### src/hdl/dual_timer_pkg.sv
// Constants and the bus request type for the dual down-counter timer block
// Operation
// Narrow timeout irq enable; 0 after reset, kept in stop recovery.
// Pin select 1 drives narrow output on port3 bit4; 0 leaves port data.
// Writing 1 to narrow enable starts the narrow timer.
// Count mode 0 reloads at terminal count; 1 stops the counter.
// Narrow timeout flag set at terminal count; only a written 1 clears it.
// Software clears terminal count flags before using the timers.
// First prescaled tick after enable may come early or short.
// Software beware read-modify-write on status and demodulation bits.
// Narrow clock select field sets the narrow timer input rate.
// Clock codes 00 sysclk, 01 div2, 10 div4, 11 div8.
// Wide control D6 set: wide timer ignores later edges, keeps counting.
// There, narrow timeout captures wide count, no reload; D2 enables irq.
// D6 written 0 then 1 arms capture and reload on next selected edge.
// Wide timer wraps from zero to FFFF, sets D5, D1 enables interrupt.
// Ping-pong in transmit mode only, both single-pass, started by enable.
// Narrow start takes level from shared D1; level picks high or low reload.
// Narrow terminal count hands over to wide timer with level from D0.
// Each terminal count in ping-pong raises irq if own D1 set.
// Writing 00 to shared mode bits ends ping-pong operation.
// Software stops timers and clears flags before entering ping-pong.
// Software writes mode bits in any order, enable last.
// Software never programs an initial count of 1 in ping-pong.
// Stop then enable reloads the programmed initial value.
package dual_timer_pkg;
  // Register byte offsets
  localparam logic [7:0] OFS_NARROW_CTRL = 8'h00;
  localparam logic [7:0] OFS_SHARED_CTRL = 8'h04;
  localparam logic [7:0] OFS_WIDE_CTRL   = 8'h08;
  localparam logic [7:0] OFS_N_RELOAD_HI = 8'h0C;
  localparam logic [7:0] OFS_N_RELOAD_LO = 8'h10;
  localparam logic [7:0] OFS_W_RELOAD_HI = 8'h14;
  localparam logic [7:0] OFS_W_RELOAD_LO = 8'h18;
  localparam logic [7:0] OFS_CAPTURE     = 8'h1C;
  // Control bit positions, same for both timers
  localparam int B_ENABLE  = 7;
  localparam int B_SINGLE  = 6;
  localparam int B_TIMEOUT = 5;
  localparam int B_CLKSEL  = 3;
  localparam int B_CAP_IE  = 2;
  localparam int B_TO_IE   = 1;
  localparam int B_PIN_SEL = 0;
  // Shared control bit positions
  localparam int B_TRANSMIT = 7;
  localparam int B_EDGE     = 4;
  localparam int B_MODE     = 2;
  localparam int B_N_INIT   = 1;
  localparam int B_W_INIT   = 0;
  // Stored config bits, and those kept in stop recovery
  localparam logic [7:0] N_CFG_MASK = 8'h5F;
  localparam logic [7:0] W_CFG_MASK = 8'h46;
  localparam logic [7:0] N_SMR_KEEP = 8'h1E;
  // Reset values
  localparam logic [7:0]  RST_CTRL    = 8'h00;
  localparam logic [7:0]  RST_RELOAD  = 8'h00;
  localparam logic [15:0] RST_COUNT   = 16'h0000;
  // Shared mode codes
  localparam logic [1:0] MODE_NONE     = 2'b00;
  localparam logic [1:0] MODE_PINGPONG = 2'b01;
  // Edge select codes
  localparam logic [1:0] EDGE_RISE = 2'b01;
  localparam logic [1:0] EDGE_FALL = 2'b10;
  localparam logic [1:0] EDGE_BOTH = 2'b11;
  // Clock select codes
  localparam logic [1:0] CLK_DIV1 = 2'b00;
  localparam logic [1:0] CLK_DIV2 = 2'b01;
  localparam logic [1:0] CLK_DIV4 = 2'b10;
  localparam logic [1:0] CLK_DIV8 = 2'b11;
  // Latched AHB address phase
  typedef struct packed {
    logic       write;
    logic       read;
    logic [7:0] addr;
  } bus_req_s;
endpackage

### src/hdl/timer_prescaler.sv
// Free-running divider giving the narrow timer its input tick
`timescale 1ns/10ps
`default_nettype none
module timer_prescaler (
  // Clock and reset
  input  wire logic                      hclk,
  input  wire logic                      hresetn,
  // Divider select and tick
  input  wire logic [1:0]                sel,
  output logic                           tick
);
  import dual_timer_pkg::*;

  logic [2:0] div_reg;
  logic [2:0] mask;

  // Divider runs free, so the first tick after an enable lands anywhere
  always_ff @(posedge hclk or negedge hresetn) begin
    if (!hresetn) div_reg <= 3'h0;
    else          div_reg <= div_reg + 3'h1;
  end

  // Tick when the low bits of the divider are all ones
  assign mask = (sel == CLK_DIV1) ? 3'h0 :
                (sel == CLK_DIV2) ? 3'h1 :
                (sel == CLK_DIV4) ? 3'h3 : 3'h7;
  assign tick = ((div_reg & mask) == mask);
endmodule
`default_nettype wire

### src/hdl/carrier_edge_detect.sv
// Synchroniser and selectable edge detector for the carrier input
`timescale 1ns/10ps
`default_nettype none
module carrier_edge_detect (
  // Clock and reset
  input  wire logic                      hclk,
  input  wire logic                      hresetn,
  // Pin and selection
  input  wire logic                      carrier_in,
  input  wire logic [1:0]                edge_sel,
  // Edge pulse
  output logic                           edge_seen
);
  import dual_timer_pkg::*;

  logic meta_reg;
  logic sync_reg;
  logic prev_reg;
  logic rise;
  logic fall;

  // Two sync flops, then one for edge history
  always_ff @(posedge hclk or negedge hresetn) begin
    if (!hresetn) begin
      meta_reg <= 1'b0;
      sync_reg <= 1'b0;
      prev_reg <= 1'b0;
    end else begin
      meta_reg <= carrier_in;
      sync_reg <= meta_reg;
      prev_reg <= sync_reg;
    end
  end

  // Edge select decode
  assign rise      = sync_reg & ~prev_reg;
  assign fall      = ~sync_reg & prev_reg;
  assign edge_seen = ((edge_sel == EDGE_RISE) & rise) |
                     ((edge_sel == EDGE_FALL) & fall) |
                     ((edge_sel == EDGE_BOTH) & (rise | fall));
endmodule
`default_nettype wire

### src/hdl/dual_timer.sv
// Dual down-counter timer with capture and ping-pong, AHB-Lite slave
`timescale 1ns/10ps
`default_nettype none
module dual_timer (
  // Clock and reset
  input  wire logic                      hclk,
  input  wire logic                      hresetn,
  // AHB-Lite slave
  input  wire logic                      hsel,
  input  wire logic [31:0]               haddr,
  input  wire logic [1:0]                htrans,
  input  wire logic                      hwrite,
  input  wire logic [2:0]                hsize,
  input  wire logic [31:0]               hwdata,
  input  wire logic                      hready,
  output logic                           hreadyout,
  output logic                           hresp,
  output logic [31:0]                    hrdata,
  // Power management
  input  wire logic                      stop_recovery,
  // Carrier and port pins
  input  wire logic                      carrier_in,
  input  wire logic                      port3_bit4_data,
  output logic                           port3_bit4_pin,
  output logic                           narrow_output_level,
  output logic                           wide_output_level,
  // Interrupt requests
  output logic                           narrow_timeout_irq,
  output logic                           wide_timeout_irq,
  output logic                           wide_capture_irq
);
  import dual_timer_pkg::*;

  bus_req_s    req_reg;
  logic [31:0] hrdata_reg;
  logic [7:0]  n_cfg_reg;
  logic        n_run_reg;
  logic        n_flag_reg;
  logic [7:0]  n_cnt_reg;
  logic        n_level_reg;
  logic [7:0]  shared_reg;
  logic [7:0]  w_cfg_reg;
  logic        w_run_reg;
  logic        w_flag_reg;
  logic [15:0] w_cnt_reg;
  logic        w_level_reg;
  logic        w_arm_reg;
  logic [15:0] cap_reg;
  logic        cap_pulse_reg;
  logic [7:0]  n_hi_reg;
  logic [7:0]  n_lo_reg;
  logic [7:0]  w_hi_reg;
  logic [7:0]  w_lo_reg;
  logic        pin_reg;

  logic        addr_phase;
  logic        wr_n_ctrl;
  logic        wr_shared;
  logic        wr_w_ctrl;
  logic        wr_n_hi;
  logic        wr_n_lo;
  logic        wr_w_hi;
  logic        wr_w_lo;
  logic [7:0]  wd;
  logic [31:0] rd_word;
  logic        tick;
  logic        edge_seen;
  logic        xmit;
  logic        pp;
  logic        n_single;
  logic        w_single;
  logic        n_tc;
  logic        w_tc;
  logic        n_start;
  logic        w_start;
  logic        n_reload;
  logic        w_reload;
  logic [7:0]  n_init;
  logic [7:0]  n_next_load;
  logic [15:0] w_init;
  logic        rx_capture;
  logic        edge_capture;
  logic        tc_capture;
  logic        w_arm_set;

  // Narrow timer input clock
  timer_prescaler u_prescaler (
    .hclk    (hclk),
    .hresetn (hresetn),
    .sel     (n_cfg_reg[B_CLKSEL +: 2]),
    .tick    (tick)
  );

  // Carrier edge pulses for the wide timer
  carrier_edge_detect u_edge (
    .hclk       (hclk),
    .hresetn    (hresetn),
    .carrier_in (carrier_in),
    .edge_sel   (shared_reg[B_EDGE +: 2]),
    .edge_seen  (edge_seen)
  );

  // No wait states and no errors
  assign addr_phase = hsel & htrans[1] & hready;
  assign hreadyout  = 1'b1;
  assign hresp      = 1'b0;
  assign hrdata     = hrdata_reg;

  // Address phase is latched, the write lands in the data phase
  always_ff @(posedge hclk or negedge hresetn) begin
    if (!hresetn) begin
      req_reg <= '0;
    end else begin
      req_reg.write <= addr_phase & hwrite;
      req_reg.read  <= addr_phase & ~hwrite;
      req_reg.addr  <= haddr[7:0];
    end
  end

  // Write strobes per register
  assign wd        = hwdata[7:0];
  assign wr_n_ctrl = req_reg.write & (req_reg.addr == OFS_NARROW_CTRL);
  assign wr_shared = req_reg.write & (req_reg.addr == OFS_SHARED_CTRL);
  assign wr_w_ctrl = req_reg.write & (req_reg.addr == OFS_WIDE_CTRL);
  assign wr_n_hi   = req_reg.write & (req_reg.addr == OFS_N_RELOAD_HI);
  assign wr_n_lo   = req_reg.write & (req_reg.addr == OFS_N_RELOAD_LO);
  assign wr_w_hi   = req_reg.write & (req_reg.addr == OFS_W_RELOAD_HI);
  assign wr_w_lo   = req_reg.write & (req_reg.addr == OFS_W_RELOAD_LO);

  // Read mux; unmapped offsets and upper bits read zero
  assign rd_word =
    (haddr[7:0] == OFS_NARROW_CTRL) ?
      {24'h0, n_run_reg, n_cfg_reg[6], n_flag_reg, n_cfg_reg[4:0]} :
    (haddr[7:0] == OFS_SHARED_CTRL) ? {24'h0, shared_reg} :
    (haddr[7:0] == OFS_WIDE_CTRL) ?
      {24'h0, w_run_reg, w_cfg_reg[6], w_flag_reg, w_cfg_reg[4:0]} :
    (haddr[7:0] == OFS_N_RELOAD_HI) ? {24'h0, n_hi_reg} :
    (haddr[7:0] == OFS_N_RELOAD_LO) ? {24'h0, n_lo_reg} :
    (haddr[7:0] == OFS_W_RELOAD_HI) ? {24'h0, w_hi_reg} :
    (haddr[7:0] == OFS_W_RELOAD_LO) ? {24'h0, w_lo_reg} :
    (haddr[7:0] == OFS_CAPTURE) ? {16'h0, cap_reg} : 32'h0;

  // Read data taken at the address phase
  always_ff @(posedge hclk or negedge hresetn) begin
    if (!hresetn)                  hrdata_reg <= 32'h0;
    else if (addr_phase & ~hwrite) hrdata_reg <= rd_word;
  end

  // Mode decode
  assign xmit     = shared_reg[B_TRANSMIT];
  assign pp       = xmit & (shared_reg[B_MODE +: 2] == MODE_PINGPONG);
  assign n_single = n_cfg_reg[B_SINGLE];
  assign w_single = w_cfg_reg[B_SINGLE];

  // Terminal counts
  assign n_tc = n_run_reg & tick & (n_cnt_reg == 8'h00);
  assign w_tc = w_run_reg & (w_cnt_reg == 16'h0000);

  // Starts: enable while stopped, or ping-pong hand-over
  assign n_start = (wr_n_ctrl & wd[B_ENABLE] & ~n_run_reg) |
                   (pp & w_tc);
  assign w_start = (wr_w_ctrl & wd[B_ENABLE] & ~w_run_reg & xmit) |
                   (pp & n_tc);

  // Modulo reload outside ping-pong
  assign n_reload = n_tc & ~n_single & ~pp;
  assign w_reload = w_tc & ~w_single & ~pp & xmit;

  // Start takes the set level, reload the toggled one
  assign n_init      = shared_reg[B_N_INIT] ? n_hi_reg : n_lo_reg;
  assign n_next_load = n_level_reg ? n_lo_reg : n_hi_reg;
  assign w_init      = {w_hi_reg, w_lo_reg};

  // Receive-side capture events
  assign rx_capture   = ~xmit & w_run_reg;
  assign edge_capture = rx_capture & edge_seen & (~w_single | w_arm_reg);
  assign tc_capture   = rx_capture & w_single & n_tc;
  assign w_arm_set    = wr_w_ctrl & wd[B_SINGLE] & ~w_cfg_reg[B_SINGLE];

  // Narrow configuration; some bits survive stop recovery
  always_ff @(posedge hclk or negedge hresetn) begin
    if (!hresetn)           n_cfg_reg <= RST_CTRL;
    else if (wr_n_ctrl)     n_cfg_reg <= wd & N_CFG_MASK;
    else if (stop_recovery) n_cfg_reg <= n_cfg_reg & N_SMR_KEEP;
  end

  // Narrow run state
  always_ff @(posedge hclk or negedge hresetn) begin
    if (!hresetn)                    n_run_reg <= 1'b0;
    else if (n_start)                n_run_reg <= 1'b1;
    else if (stop_recovery)          n_run_reg <= 1'b0;
    else if (wr_n_ctrl & ~wd[B_ENABLE]) n_run_reg <= 1'b0;
    else if (n_tc & (n_single | pp)) n_run_reg <= 1'b0;
  end

  // Narrow counter: load on every start so no stale count survives
  always_ff @(posedge hclk or negedge hresetn) begin
    if (!hresetn)                n_cnt_reg <= RST_COUNT[7:0];
    else if (n_start)            n_cnt_reg <= n_init;
    else if (n_reload)           n_cnt_reg <= n_next_load;
    else if (n_run_reg & tick & ~n_tc) n_cnt_reg <= n_cnt_reg - 8'h01;
  end

  // Narrow output level
  always_ff @(posedge hclk or negedge hresetn) begin
    if (!hresetn)      n_level_reg <= 1'b0;
    else if (n_start)  n_level_reg <= shared_reg[B_N_INIT];
    else if (n_reload) n_level_reg <= ~n_level_reg;
  end

  // Narrow timeout flag; a new timeout beats a clearing write
  always_ff @(posedge hclk or negedge hresetn) begin
    if (!hresetn)  n_flag_reg <= 1'b0;
    else if (n_tc) n_flag_reg <= 1'b1;
    else if (wr_n_ctrl & wd[B_TIMEOUT]) n_flag_reg <= 1'b0;
  end

  // Shared control
  always_ff @(posedge hclk or negedge hresetn) begin
    if (!hresetn)       shared_reg <= RST_CTRL;
    else if (wr_shared) shared_reg <= wd;
  end

  // Wide configuration
  always_ff @(posedge hclk or negedge hresetn) begin
    if (!hresetn)       w_cfg_reg <= RST_CTRL;
    else if (wr_w_ctrl) w_cfg_reg <= wd & W_CFG_MASK;
  end

  // Wide run state; receive enable starts it
  always_ff @(posedge hclk or negedge hresetn) begin
    if (!hresetn)                          w_run_reg <= 1'b0;
    else if (w_start)                      w_run_reg <= 1'b1;
    else if (wr_w_ctrl & wd[B_ENABLE] & ~xmit) w_run_reg <= 1'b1;
    else if (stop_recovery)                w_run_reg <= 1'b0;
    else if (wr_w_ctrl & ~wd[B_ENABLE])    w_run_reg <= 1'b0;
    else if (w_tc & xmit & (w_single | pp)) w_run_reg <= 1'b0;
  end

  // Wide counter; receive mode wraps to all ones
  always_ff @(posedge hclk or negedge hresetn) begin
    if (!hresetn) begin
      w_cnt_reg <= RST_COUNT;
    end else if (w_start | (wr_w_ctrl & wd[B_ENABLE] & ~w_run_reg)) begin
      w_cnt_reg <= w_init;
    end else if (edge_capture) begin
      w_cnt_reg <= w_init;
    end else if (w_reload) begin
      w_cnt_reg <= w_init;
    end else if (w_run_reg & ~(w_tc & xmit)) begin
      w_cnt_reg <= w_cnt_reg - 16'h0001;
    end
  end

  // Wide output level
  always_ff @(posedge hclk or negedge hresetn) begin
    if (!hresetn)      w_level_reg <= 1'b0;
    else if (w_start)  w_level_reg <= shared_reg[B_W_INIT];
    else if (w_reload) w_level_reg <= ~w_level_reg;
  end

  // Wide timeout flag; set wins over the clearing write
  always_ff @(posedge hclk or negedge hresetn) begin
    if (!hresetn)  w_flag_reg <= 1'b0;
    else if (w_tc) w_flag_reg <= 1'b1;
    else if (wr_w_ctrl & wd[B_TIMEOUT]) w_flag_reg <= 1'b0;
  end

  // Capture arming: one edge after a 0-to-1 write, then edges ignored
  always_ff @(posedge hclk or negedge hresetn) begin
    if (!hresetn)          w_arm_reg <= 1'b0;
    else if (w_arm_set)    w_arm_reg <= 1'b1;
    else if (edge_capture) w_arm_reg <= 1'b0;
  end

  // Captured count and its event pulse
  always_ff @(posedge hclk or negedge hresetn) begin
    if (!hresetn) begin
      cap_reg       <= RST_COUNT;
      cap_pulse_reg <= 1'b0;
    end else begin
      cap_pulse_reg <= edge_capture | tc_capture;
      if (edge_capture | tc_capture) cap_reg <= w_cnt_reg;
    end
  end

  // Reload bytes
  always_ff @(posedge hclk or negedge hresetn) begin
    if (!hresetn) begin
      n_hi_reg <= RST_RELOAD;
      n_lo_reg <= RST_RELOAD;
      w_hi_reg <= RST_RELOAD;
      w_lo_reg <= RST_RELOAD;
    end else begin
      if (wr_n_hi) n_hi_reg <= wd;
      if (wr_n_lo) n_lo_reg <= wd;
      if (wr_w_hi) w_hi_reg <= wd;
      if (wr_w_lo) w_lo_reg <= wd;
    end
  end

  // Port pin mux, registered so the pin never glitches
  always_ff @(posedge hclk or negedge hresetn) begin
    if (!hresetn) pin_reg <= 1'b0;
    else pin_reg <= n_cfg_reg[B_PIN_SEL] ? n_level_reg : port3_bit4_data;
  end

  // Outputs
  assign port3_bit4_pin      = pin_reg;
  assign narrow_output_level = n_level_reg;
  assign wide_output_level   = w_level_reg;
  assign narrow_timeout_irq  = n_flag_reg & n_cfg_reg[B_TO_IE];
  assign wide_timeout_irq    = w_flag_reg & w_cfg_reg[B_TO_IE];
  assign wide_capture_irq    = cap_pulse_reg & w_cfg_reg[B_CAP_IE];
endmodule
`default_nettype wire

### config.mk
export PLATFORM = sky130hd
export DESIGN_NAME = dual_timer
export DESIGN_NICKNAME = d
export VERILOG_FILES = /design/src/hdl/dual_timer_pkg.sv /design/src/hdl/timer_prescaler.sv /design/src/hdl/carrier_edge_detect.sv /design/src/hdl/dual_timer.sv
export SDC_FILE = /design/constraint.sdc
export NUM_CORES = 1
export LEC_CHECK = 0
export BUFFER_PORTS_ARGS = -buffer_cell sky130_fd_sc_hd__buf_2
export CORE_MARGIN = 3
export CORE_UTILIZATION = 30
export DETAILED_ROUTE_END_ITERATION = 7
export PLACE_DENSITY = 0.5
export SYNTH_ARGS = -nofsm -noshare
export SYNTH_HDL_FRONTEND = slang
export SYNTH_HIERARCHICAL = 1
export SYNTH_SLANG_ARGS = --single-unit
### constraint.sdc
create_clock -name hclk -period 2.64 [get_ports hclk]
set_input_delay 0.264 -clock hclk [delete_from_list [all_inputs] [get_ports hclk]]
set_output_delay 0.264 -clock hclk [all_outputs]
set_load 0.02 [all_outputs]
# Word level (Yosys, flattened, before mapping)
# Cells that the tools add are included.
[word_totals]
register_bits = 146
in_bits = 77
output_inout_bits = 40
wordCells = 184
[classes]
add_sub_neg = 3
n_eq_ne = 20
n_mux = 42
bitwise = 77
n_reduce_logical = 15
[op_table]
columns = ["cell", "n"]
rows = [
  ["16-bit two-way mux", 12],
  ["8-bit by 5-bit == test with 1-bit output (second input constant)", 7],
  ["1-bit AND", 52],
  ["8-bit two-way mux", 5],
  ["8-bit by 4-bit == test with 1-bit output (second input constant)", 4],
  ["8-bit zero test", 3],
  ["1-bit two-way mux", 20],
  ["8-bit by 3-bit == test with 1-bit output (second input constant)", 2],
  ["16-bit zero test", 1],
  ["16-bit by 1-bit subtractor with 16-bit output (second input constant)", 1],
  ["7-bit two-way mux", 2],
  ["1-bit NOT", 14],
  ["2-bit nonzero test", 6],
  ["1-bit OR", 10],
  ["3-bit two-way mux", 3],
  ["4-bit nonzero test", 2],
  ["8-bit by 1-bit subtractor with 8-bit output (second input constant)", 1],
  ["2-bit by 1-bit == test with 1-bit output (second input constant)", 3],
  ["2-bit == test (second input constant)", 3],
  ["5-bit nonzero test", 1],
  ["3-bit by 1-bit adder with 3-bit output (second input constant)", 1],
  ["3-bit AND", 1],
  ["3-bit == test", 1],
  ["3-bit nonzero test", 1],
  ["2-bit zero test", 1],
]

# Longest topological paths before layout
# Gate-level depths: netlist of the first run.
[depth]
word_depth = 13
mapped_depth = 13

# By module
# The synthesis of the first run kept the hierarchy.
[modules_own_cells]
columns = ["module", "instances", "cells_each", "area_each_um2", "seq_area_each_um2"]
rows = [
  ["dual_timer", 1, 587, 6289.8, 3078.0],
  ["carrier_edge_detect", 1, 12, 133.9, 75.1],
  ["timer_prescaler", 1, 10, 133.9, 75.1],
]

# Worst setup path after synthesis of the first run
# Ideal clock, no wire load.
[synth_path]
kind = "flip-flop to flip-flop"
startpoint = "register n_cnt_reg[0]"
endpoint = "register w_cnt_reg[10]"
arrival_ns = 2.269
required_time_ns = 2.513
setup_slack_ns = 0.244
path_stages_with_launch = 11
n_path_buf = 2
synth_period_minus_slack_ns = 2.396
path_cell_list = "dfrtp_1 -> inv_1 -> ha_1 -> or4b_4 -> nor3b_4 -> a21oi_4 -> or3b_1 -> buf_4 -> buf_4 -> mux2i_1 -> o31ai_1"
[synth_via]
elab_chain_cells = 6
elab_cells_between_ends = 7
cone_classes = "mux: 1; bitwise: 4; reduce/logical: 2"
[synth_lines]
columns = ["item", "line_no", "text"]
rows = [
  ["from (decl)", "dual_timer.sv:39", "logic [7:0] n_cnt_reg;"],
  ["from (signal assigned)", "dual_timer.sv:198", "if (!hresetn) n_cnt_reg <= RST_COUNT[7:0];"],
  ["from (signal assigned)", "dual_timer.sv:199", "else if (n_start) n_cnt_reg <= n_init;"],
  ["from (signal assigned)", "dual_timer.sv:200", "else if (n_reload) n_cnt_reg <= n_next_load;"],
  ["8-bit zero test (*)", "dual_timer.sv:156", "assign n_tc = n_run_reg & tick & (n_cnt_reg == 8'h00);"],
  ["1-bit AND (*)", "dual_timer.sv:156", ""],
  ["1-bit AND (*)", "dual_timer.sv:163", "(pp & n_tc);"],
  ["1-bit OR (*)", "dual_timer.sv:162", "assign w_start = (wr_w_ctrl & wd[B_ENABLE] & ~w_run_reg & xmit) |"],
  ["1-bit OR (*)", "dual_timer.sv:244", "end else if (w_start | (wr_w_ctrl & wd[B_ENABLE] & ~w_run_reg)) begin"],
  ["4-bit nonzero test (no line) / 16-bit two-way mux (equally long branches)", "--", ""],
  ["to (signal assigned)", "dual_timer.sv:245", "w_cnt_reg <= w_init;"],
  ["to (signal assigned)", "dual_timer.sv:247", "w_cnt_reg <= w_init;"],
  ["to (signal assigned)", "dual_timer.sv:249", "w_cnt_reg <= w_init;"],
  ["to (decl)", "dual_timer.sv:45", "logic [15:0] w_cnt_reg;"],
]
# Mark *: on every way between the ends. The rest lies on a longest branch, timed or not.
# A chain may end at the register's enable or synchronous reset.

# Final worst setup path of the first run
[layout_path]
startpoint = "register n_cnt_reg[0]"
endpoint = "register w_cnt_reg[1]"
# The elaborated chain is that of the path after synthesis.

==> summary.md, run 1 <==
| Metric | Value |
|---|---|
| Outcome | `complete, no violations` |
| Cells after synthesis | `609` |
| Starting Density | `0.3090` |
| Root buffer cell | `clkbuf_16` |
| Yosys reg bits | `129` |
| CP Launch Type | `flop` |
| Detailed Routing Iterations Pass 1 | `5` |
| Switching Power | `1.193 mW` |
| Final-stage net count | `770` |
| Max-slew violations | `0` |
| DRT iter0 DRCs | `~380` |
| CTS Sinks | `between 100 and 150` |
| Setup ws final | `104.0 ps` |
| Sequential Power Share | `0.426` |
| Cell count after placement | `937` |
| First-pass GRT wire length | `29700 um` |
| Commonest non-fill, non-tap cell in the layout | `dfrtp_1` |
| IO buf count | `46` |
| Fill cell count | `2136` |
| TNS Setup | `0 ps` |
| Worst hold path type | `in2reg` |
| Clk buf depth | `2` |
| Global route overflow | `0` |
| Routed len/inst | `18.95 um` |
| Slew HR | `0.5548` |
| Syn Area/Cell | `~11 sq um` |
| FF+latch area | `3228 sq um` |
| Yosys cell types | `69` |
| Worst VDD drop | `446.3 uV` |
| Post-route cell area | `7968 sq um` |
| Post-synth EDFFs | `0` |
| DP Area | `7251 sq um` |
| I/O pin cnt | `117` |
| Initial antenna violation count | `0` |
| CP Capture Type | `flop` |
| Vias | `5059` |
| N_diodes | `0` |
| Final worst clock skew | `8.803 ps` |
| DIE WIDTH | `153.8 um` |
| Synth Flop Type | `dfrtp_1` |
| Multi-input combinational cell area | `around 3000 sq um` |
| Remaining DRCs | `0` |
| Synth-to-Final Area Change | `21.50%` |
| Number of CTS-inserted buffers | `17` |
| Cell Rows | `53` |
| CTS tree | `done` |
| Total core area | `21220 sq um` |
| Drt via density | `5.189` |
| Combinational group share of total power | `0.075` |
| Die Ht | `between 150 and 200 um` |
| Max cap viols | `0` |
| Clk slew on worst S/H paths | `roughly 60 ps` |
| Fin crit share | `0.9606` |
| Mapped Area | `6558 sq um` |
| Final hold violations | `0` |
| Ys Warns | `6` |
| RSZ-0062 raised after global routing | `no` |
| Setup WS pre-CTS | `roughly 62 ps` |
| Clk Latency, worst-skew pair | `420 ps` |
| Largest net degree at the start of global routing | `62` |
| Layout Cells excl Fill | `975` |
| Worst-Margin Slew | `667.8 ps` |
| Async set or reset register ratio after synthesis | `1.000` |
| Clock power share | `0.500` |
| Die area | `23670 sq um` |
| Most frequent cells in the layout | `dfrtp_1, nand2_1, mux2_2` |
| H-tree Lvls | `4` |
| Leak | `3.558 nW` |
| Data required, critical path | `2940 ps` |
| Sequential area share after synthesis | `0.4923` |
| Routability cong. | `0.8791` |
| CP arrival | `2830 ps` |
| CP Max Fanout | `8` |
| Gr usage total | `0.1590` |
| Placed wire-length estimate | `~14000 um` |
| Min Tclk post-route | `about 2500 ps` |
| Total Power | `4.935 mW` |
| # setup viols final | `0` |
| Cell Pwr Density | `a little over 600 nW/um^2` |
| Internal | `about 3.7 mW` |
| Net Sw Frac | `0.2418` |
| Crit Path Class | `reg2reg` |
| Vias in the first global route | `~5200` |
| Antenna viol nets, final | `0` |
| Final WL | `18480 um` |
| Max Freq | `394.3 MHz` |
| Share of post-route cells with drive strength above 1 | `0.2657` |
through the flow:
step / utilization / hold slack [ps]
finish: 0.3755 / 32.68
global route: 0.3755 / 9.589
detailed placement: 0.3417 / 298.2
floorplan: - / -31.59
CTS: 0.3735 / 15.50
global placement: 0.3417 / 291.7
critical path, stage by stage, from the launching register on:
cell and delay (ps):
dfrtp_1 380, inv_1 110, ha_1 190, or4b_4 500, nor3b_4 230, buf_12 160
a21oi_4 50, or3b_4 280, buf_4 180, mux2_2 340
power groups by stage:
stage / logic (mW) / registers (mW) / clock network [mW]
floorplan: 0.212 / 2.12 / 0
global placement: 0.359 / 2.13 / 0
detailed placement: 0.363 / 2.13 / 0
CTS: 0.372 / 2.10 / 2.51
global route: 0.407 / 2.11 / 2.62
finish: 0.369 / 2.10 / 2.47
kinds of logic after synthesis:
| family | Yosys count | share of synthesized area |
|---|---|---|
| AND/OR/NAND/NOR | 173 | 0.1425 |
| other | 2 | 0.001145 |
| flip-flops | 129 | 0.4923 |
| adder cells (fa/ha/maj) | 6 | 0.01145 |
| XOR/XNOR | 14 | 0.01870 |
| buffers and inverters | 65 | 0.04923 |
| multiplexers | 84 | 0.1423 |
| AO/OA/AOI/OAI | 136 | 0.1423 |
final timing paths:
check | start | endpoint | slack (ps) | cells after the start
max | n_cnt_reg[0] | w_cnt_reg[1] | 100 | 9
min | haddr[1] | req_reg[1] | 30 | 1
max reg2reg | n_cnt_reg[0] | w_cnt_reg[1] | 100 | 9
min reg2reg | u_edge/meta_reg | u_edge/sync_reg | 350 | 0
max in group asynchronous | hresetn | w_cnt_reg[4] | 1530 | 3
min in group asynchronous | hresetn | hrdata[9] | 400 | 2
cell usage after synthesis, drive strengths merged, types with 3 or more instances:
| master | instances | share of area |
|---|---|---|
| xor2 | 4 | 0.0053 |
| and4 | 3 | 0.0040 |
| a31oi | 5 | 0.0048 |
| mux2i | 28 | 0.043 |
| nand3b | 4 | 0.0046 |
| and3 | 5 | 0.0048 |
| inv | 22 | 0.013 |
| a22o | 9 | 0.012 |
| a21oi | 27 | 0.023 |
| xnor2 | 10 | 0.013 |
| nand4 | 4 | 0.0038 |
| and2 | 6 | 0.0057 |
| clkbuf | 18 | 0.010 |
| a221oi | 3 | 0.0040 |
| nand3 | 16 | 0.012 |
| mux2 | 54 | 0.093 |
| nor3b | 3 | 0.0052 |
| o211ai | 7 | 0.0080 |
| a211oi | 4 | 0.0046 |
| nand2 | 54 | 0.031 |
| nor4b | 4 | 0.0053 |
| nor3 | 9 | 0.0069 |
| o311ai | 4 | 0.0053 |
| o31ai | 5 | 0.0057 |
| a221o | 3 | 0.0046 |
| dfrtp | 129 | 0.49 |
| nand2b | 8 | 0.0076 |
| o22ai | 11 | 0.010 |
| o21ai | 42 | 0.032 |
| ha | 6 | 0.011 |
| buf | 25 | 0.026 |
| nor2 | 29 | 0.017 |
| nor2b | 6 | 0.0061 |
| or3 | 5 | 0.0048 |
| nor4 | 6 | 0.0095 |
routing by layer:
metal	track usage	wire length [um]	up-vias	part of all wire
met4	0.05425	361	0	0.020
met5	0	0	-	0
met3	0.03321	869	26	0.047
li1	-	-	2345	-
met1	0.2123	8497	2528	0.46
met2	0.2578	8749	160	0.47
layout make-up:
| cell class | count | share of cell area |
|---|---|---|
| clock buffer | 21 | 0.05905 |
| sequential | 129 | 0.4052 |
| multi-input combinational | 431 | 0.3877 |
| tap | 275 | 0.04318 |
| timing repair buffer | 86 | 0.07522 |
| inverter | 22 | 0.01036 |
| clock inverter | 11 | 0.01932 |
what timing repair did:
item                       4_1_cts  5_1_grt
hold buffers                     5        0
resized for setup                0        5
hold endpoints to repair        62        0
setup endpoints to repair        0        7
setup buffers                    0        1
Power figures use the tool's default switching activity.
==> run 2: changes to the inputs <==
--- a/config.mk
+++ b/config.mk
@@ -8,2 +8,3 @@
 export BUFFER_PORTS_ARGS = -buffer_cell sky130_fd_sc_hd__buf_2
+export CAP_MARGIN = 20
 export CORE_MARGIN = 3
==> constraint.sdc (replaced) <==
create_clock -name hclk -period 2.64 [get_ports hclk]
set_input_delay 0 -clock hclk [delete_from_list [all_inputs] [get_ports hclk]]
set_output_delay 0 -clock hclk [all_outputs]
set_load 0.02 [all_outputs]
==> summary.md, run 2 (synthesized netlist as in run 1, its figures left out) <==
| Metric | Value |
|---|---|
| Outcome | `complete, no violations` |
| DIE WIDTH | `around 150 um` |
| Critical path's slowest cell | `or4b_4` |
| Slew HR | `0.4891` |
| Clk Latency, worst-skew pair | `approximately 420 ps` |
| Max-slew violations | `0` |
| Min Tclk post-route | `2485 ps` |
| Starting Density | `0.3090` |
| CP top delay family | `simple AND/OR/NAND/NOR gates` |
| Root buffer cell | `clkbuf_16` |
| Final hold violations | `0` |
| CTS Sinks | `around 130` |
| CP Launch Point | `n_cnt_reg[1]` |
| Layout Cells excl Fill | `990` |
| Final WL | `18340 um` |
| Crit. path cell count | `11` |
| Cell Rows | `53` |
| Clk slew on worst S/H paths | `~60 ps` |
| Initial antenna violation count | `0` |
| Die Ht | `153.8 um` |
| DRT iter0 DRCs | `around 420` |
| Vias in the first global route | `5007` |
| Crit-path cells | `inv_1, ha_1, or4b_4, nor3b_4, buf_12, a21oi_4, or3b_4, buf_4, buf_4, o21ai_1, a221o_1` |
| Die area | `23670 sq um` |
| CP peak stage delay | `around 480 ps` |
| Buffers and inverters on the worst path | `4` |
| Number of cells on the worst reg-to-reg path | `11` |
| Largest net degree at the start of global routing | `between 70 and 80` |
| Global route overflow | `0` |
| Crit Path Class | `reg2reg` |
| Fin crit share | `0.9414` |
| First-pass GRT wire length | `about 29000 um` |
| Max Freq | `402.4 MHz` |
| RSZ-0062 raised after global routing | `no` |
| R2R Setup Slk | `150 ps` |
| Reg2Reg Capture Point | `w_cnt_reg[4]` |
| Total core area | `between 20000 and 25000 sq um` |
| CP Capture Type | `flop` |
| Fin util | `0.3801` |
| Routability cong. | `0.8753` |
| Detailed Routing Iterations Pass 1 | `5` |
| Antenna viol nets, final | `0` |
| N_diodes | `0` |
| Routed len/inst | `18.52 um` |
| Cell count after placement | `932` |
| I/O pin cnt | `roughly 120` |
| Placed wire-length estimate | `13380 um` |
| Final-stage net count | `785` |
| Most frequent cells in the layout | `dfrtp_1, mux2_2, nand2_1` |
| Max cap viols | `0` |
| Worst VDD drop | `410.2 uV` |
| Clk buf depth | `2` |
| CP Max Fanout | `7` |
| Share of post-route cells with drive strength above 1 | `0.2601` |
| Total Power | `4.705 mW` |
| TNS Setup | `0 ps` |
| Hold WS | `107.0 ps` |
| Number of CTS-inserted buffers | `17` |
| H-tree Lvls | `4` |
| Remaining DRCs | `0` |
| Worst-Margin Slew | `around 770 ps` |
| CTS tree | `done` |
| # setup viols final | `0` |
| FF-to-FF Start | `n_cnt_reg[1]` |
| Leak | `3.591 nW` |
| Worst hold path type | `in2reg` |
| Data required, critical path | `approximately 3000 ps` |
| Final worst clock skew | `approximately 7.9 ps` |
| CP arrival | `approximately 2800 ps` |
| CP dominant cell by count | `buf_4` |
| Synth-to-Final Area Change | `22.99%` |
| Commonest non-fill, non-tap cell in the layout | `dfrtp_1` |
| Crit path to | `w_cnt_reg[4]` |
| Fill cell count | `2081` |
| CP Launch Type | `flop` |
| Cell Pwr Density | `583.3 nW/um^2` |
| Vias | `5122` |
| Drt via density | `5.174` |
| Gr usage total | `0.1571` |
| IO buf count | `46` |
-- run 2: where the power goes --
group          internal (mW)  switching (mW)  leakage (nW)  total (mW)
combinational          0.150           0.233          1.78       0.383
clock                   1.32           0.900         0.266        2.22
sequential              2.04          0.0649          1.54        2.10
-- run 2: cell type report --
type | instances | area [sq um] | area share
clock buffer | 20 | 446.7 | 0.05538
timing repair buffer | 101 | 745.7 | 0.09246
tap | 275 | 344.1 | 0.04266
sequential | 129 | 3228 | 0.4002
inverter | 22 | 82.58 | 0.01024
multi-input combinational | 431 | 3107 | 0.3852
clock inverter | 12 | 111.4 | 0.01381
-- run 2: how the worst min path moves through the flow --
stage | startpoint | endpoint | slack (ps) | cells past startpoint
global route | haddr[3] | req_reg[3] | 120 | 1
detailed placement | hresetn | hrdata[14] | 60 | 1
finish | haddr[3] | req_reg[3] | 110 | 1
global placement | hresetn | hrdata[14] | 50 | 1
CTS | haddr[3] | req_reg[3] | 90 | 1
floorplan | hresetn | cap_pulse_reg | -300 | 0
-- run 2: worst register-to-register path: cells and delay by family, from the launching register on --
family / cells / cell delay [ps]
buffers and inverters: 4 / 430
flip-flops: 1 / 400
AND/OR/NAND/NOR: 3 / 980
AO/OA/AOI/OAI: 3 / 410
adder cells (fa/ha/maj): 1 / 160
-- run 2: metal layers --
| layer | global-route usage | wire length, um | part of all wire | vias to the layer above |
|---|---|---|---|---|
| met2 | 0.2498 | 8673 | 0.47 | 179 |
| met3 | 0.02674 | 836 | 0.046 | 29 |
| met4 | 0.05803 | 419 | 0.023 | 0 |
| li1 | - | - | - | 2379 |
| met1 | 0.2161 | 8410 | 0.46 | 2535 |
| met5 | 0 | 0 | 0 | - |
-- run 2: metrics by stage --
stage,setup WS [ps],area (sq um)
2_1_floorplan,244.4,6618
3_3_place_gp,49.51,7213
3_5_place_dp,90.18,7213
4_1_cts,37.57,7991
5_1_grt,25.61,8065
6_report,154.6,8065
-- run 2: timing repair --
action                                  CTS  global route
gates resized for setup                   0             9
endpoints found under the setup margin    0            10
setup buffers                             0             4
hold buffers                             22             0
endpoints found under the hold margin   115             0
==> run 3: changes to the inputs <==
--- a/config.mk
+++ b/config.mk
@@ -11,4 +11,6 @@
 export CORE_UTILIZATION = 30
+export CTS_CLUSTER_DIAMETER = 200
 export DETAILED_ROUTE_END_ITERATION = 7
 export PLACE_DENSITY = 0.5
+export RECOVER_POWER = 100
 export SYNTH_ARGS = -nofsm -noshare
==> constraint.sdc (replaced) <==
create_clock -name hclk -period 2.64 [get_ports hclk]
set_input_delay 0.66 -clock hclk [delete_from_list [all_inputs] [get_ports hclk]]
set_output_delay 0.66 -clock hclk [all_outputs]
set_load 0.02 [all_outputs]
==> summary.md, run 3 (synthesized netlist as in run 1, its figures left out) <==
| Metric | Value |
|---|---|
| Remaining DRCs | `0` |
| Worst-Margin Slew | `about 1900 ps` |
| Final-stage net count | `770` |
| Post-route cell area | `7764 sq um` |
| Hold_buf cts | `0` |
| Min Tclk post-route | `2521 ps` |
| Gr usage total | `0.1565` |
| Synth-to-Final Area Change | `18.39%` |
| Number of CTS-inserted buffers | `17` |
| Die Ht | `153.8 um` |
| Crit Path Class | `reg2reg` |
| TNS Setup | `0 ps` |
| Routability cong. | `0.8425` |
| Final hold violations | `0` |
| Vias | `5034` |
| H-tree Lvls | `4` |
| Hold_sp | `u_edge/meta_reg` |
| CP Launch Type | `flop` |
| Layout Cells excl Fill | `975` |
| Total core area | `21220 sq um` |
| Drt via density | `5.163` |
| Max Freq | `a little under 400 MHz` |
| CP Capture Type | `flop` |
| Cell Rows | `53` |
| Outcome | `complete, but fails checks` |
| Cell Pwr Density | `612.2 nW/um^2` |
| Cell count after placement | `940` |
| CTS Sinks | `129` |
| DRT iter0 DRCs | `roughly 370` |
| Hold WS | `approximately 350 ps` |
| Placed wire-length estimate | `around 14000 um` |
| Share of post-route cells with drive strength above 1 | `0.2143` |
| Starting Density | `0.3090` |
| Leak | `3.394 nW` |
| DP Area | `7273 sq um` |
| Vias in the first global route | `about 5000` |
| Max-slew violations | `35` |
| First-pass GRT wire length | `between 20000 and 30000 um` |
| Data required, critical path | `2940 ps` |
| Violated checks | `capacitance limit, slew limit` |
| IO buf count | `46` |
| Clk Latency, worst-skew pair | `420 ps` |
| Slew HR | `-0.2352` |
| Die area | `23670 sq um` |
| FF-to-FF Start | `n_cnt_reg[1]` |
| Final worst clock skew | `8.359 ps` |
| Fin util | `0.3659` |
| N_diodes | `0` |
| # setup viols final | `0` |
| Antenna viol nets, final | `0` |
| Detailed Routing Iterations Pass 1 | `5` |
| DIE WIDTH | `153.8 um` |
| Root buffer cell | `clkbuf_16` |
| Fill cell count | `roughly 2100` |
| Global route overflow | `0` |
| Fin crit share | `0.9548` |
| Initial antenna violation count | `0` |
| CTS tree | `done` |
| Clk buf depth | `2` |
| CP Max Fanout | `9` |
| Commonest non-fill, non-tap cell in the layout | `dfrtp_1` |
| I/O pin cnt | `117` |
| Worst hold path type | `reg2reg` |
| Most frequent cells in the layout | `dfrtp_1, nand2_1, mux2_2` |
| RSZ-0062 raised after global routing | `no` |
| CP arrival | `2820 ps` |
| Final WL | `between 15000 and 20000 um` |
| Largest net degree at the start of global routing | `36` |
| Max cap viols | `1` |
| CP Launch Point | `n_cnt_reg[1]` |
| Worst VDD drop | `385.8 uV` |
| Routed len/inst | `18.62 um` |
| Clk slew on worst S/H paths | `60 ps` |
## run 3: worst paths after layout
path / endpoint / slack [ps] / depth (start not counted)
max in group asynchronous: n_hi_reg[4] / 490 / 2
min: u_edge/sync_reg / 350 / 0
min reg2reg: u_edge/sync_reg / 350 / 0
min in group asynchronous: hrdata[14] / 750 / 1
max reg2reg: w_cnt_reg[1] / 120 / 9
max: w_cnt_reg[1] / 120 / 9
## run 3: where the power goes
group          internal, mW  total [mW]  switching [mW]
combinational         0.128       0.355           0.227
clock                  1.41        2.30           0.883
sequential             2.04        2.10          0.0659
total                  3.58        4.75            1.18
## run 3: timing repair
action	CTS	global route
pin swaps	0	1
buffers inserted	0	3
endpoints found under the setup margin	1	8
gates resized for setup	2	3
## run 3: cell type report
cell class,instances,area (sq um),share of cell area
flip-flops and latches,129,3228,0.4158
well taps,275,344.1,0.04432
inverters,22,82.58,0.01064
clock inverters,13,137.6,0.01773
repair buffers,86,486.7,0.06269
multi-input cells,431,3042,0.3918
clock buffers,19,442.9,0.05705
## run 3: metrics by stage
| step | worst slack, ps | total power [mW] |
|---|---|---|
| after global routing | 26.08 | 4.946 |
| after CTS | 48.33 | 4.822 |
| after floorplan | 244.4 | 2.337 |
| final | 119.2 | 4.753 |
| after global placement | -11.70 | 2.496 |
| after detailed placement | 5.814 | 2.504 |
## run 3: worst max-delay path, cell delays in order (launching register included)
cell and delay, ps:
dfrtp_1 410, inv_1 90, ha_1 160, or4b_1 500, nor3b_4 240, buf_12 150, a21oi_4 50, or3b_4 270
buf_4 180, mux2_2 350
## run 3: per-layer routing
metal / part of all wire / GRT usage / vias up
li1: - / - / 2351
met1: 0.46 / 0.2134 / 2511
met2: 0.47 / 0.2507 / 154
met3: 0.050 / 0.03040 / 18
met4: 0.019 / 0.05257 / 0
met5: 0 / 0 / -
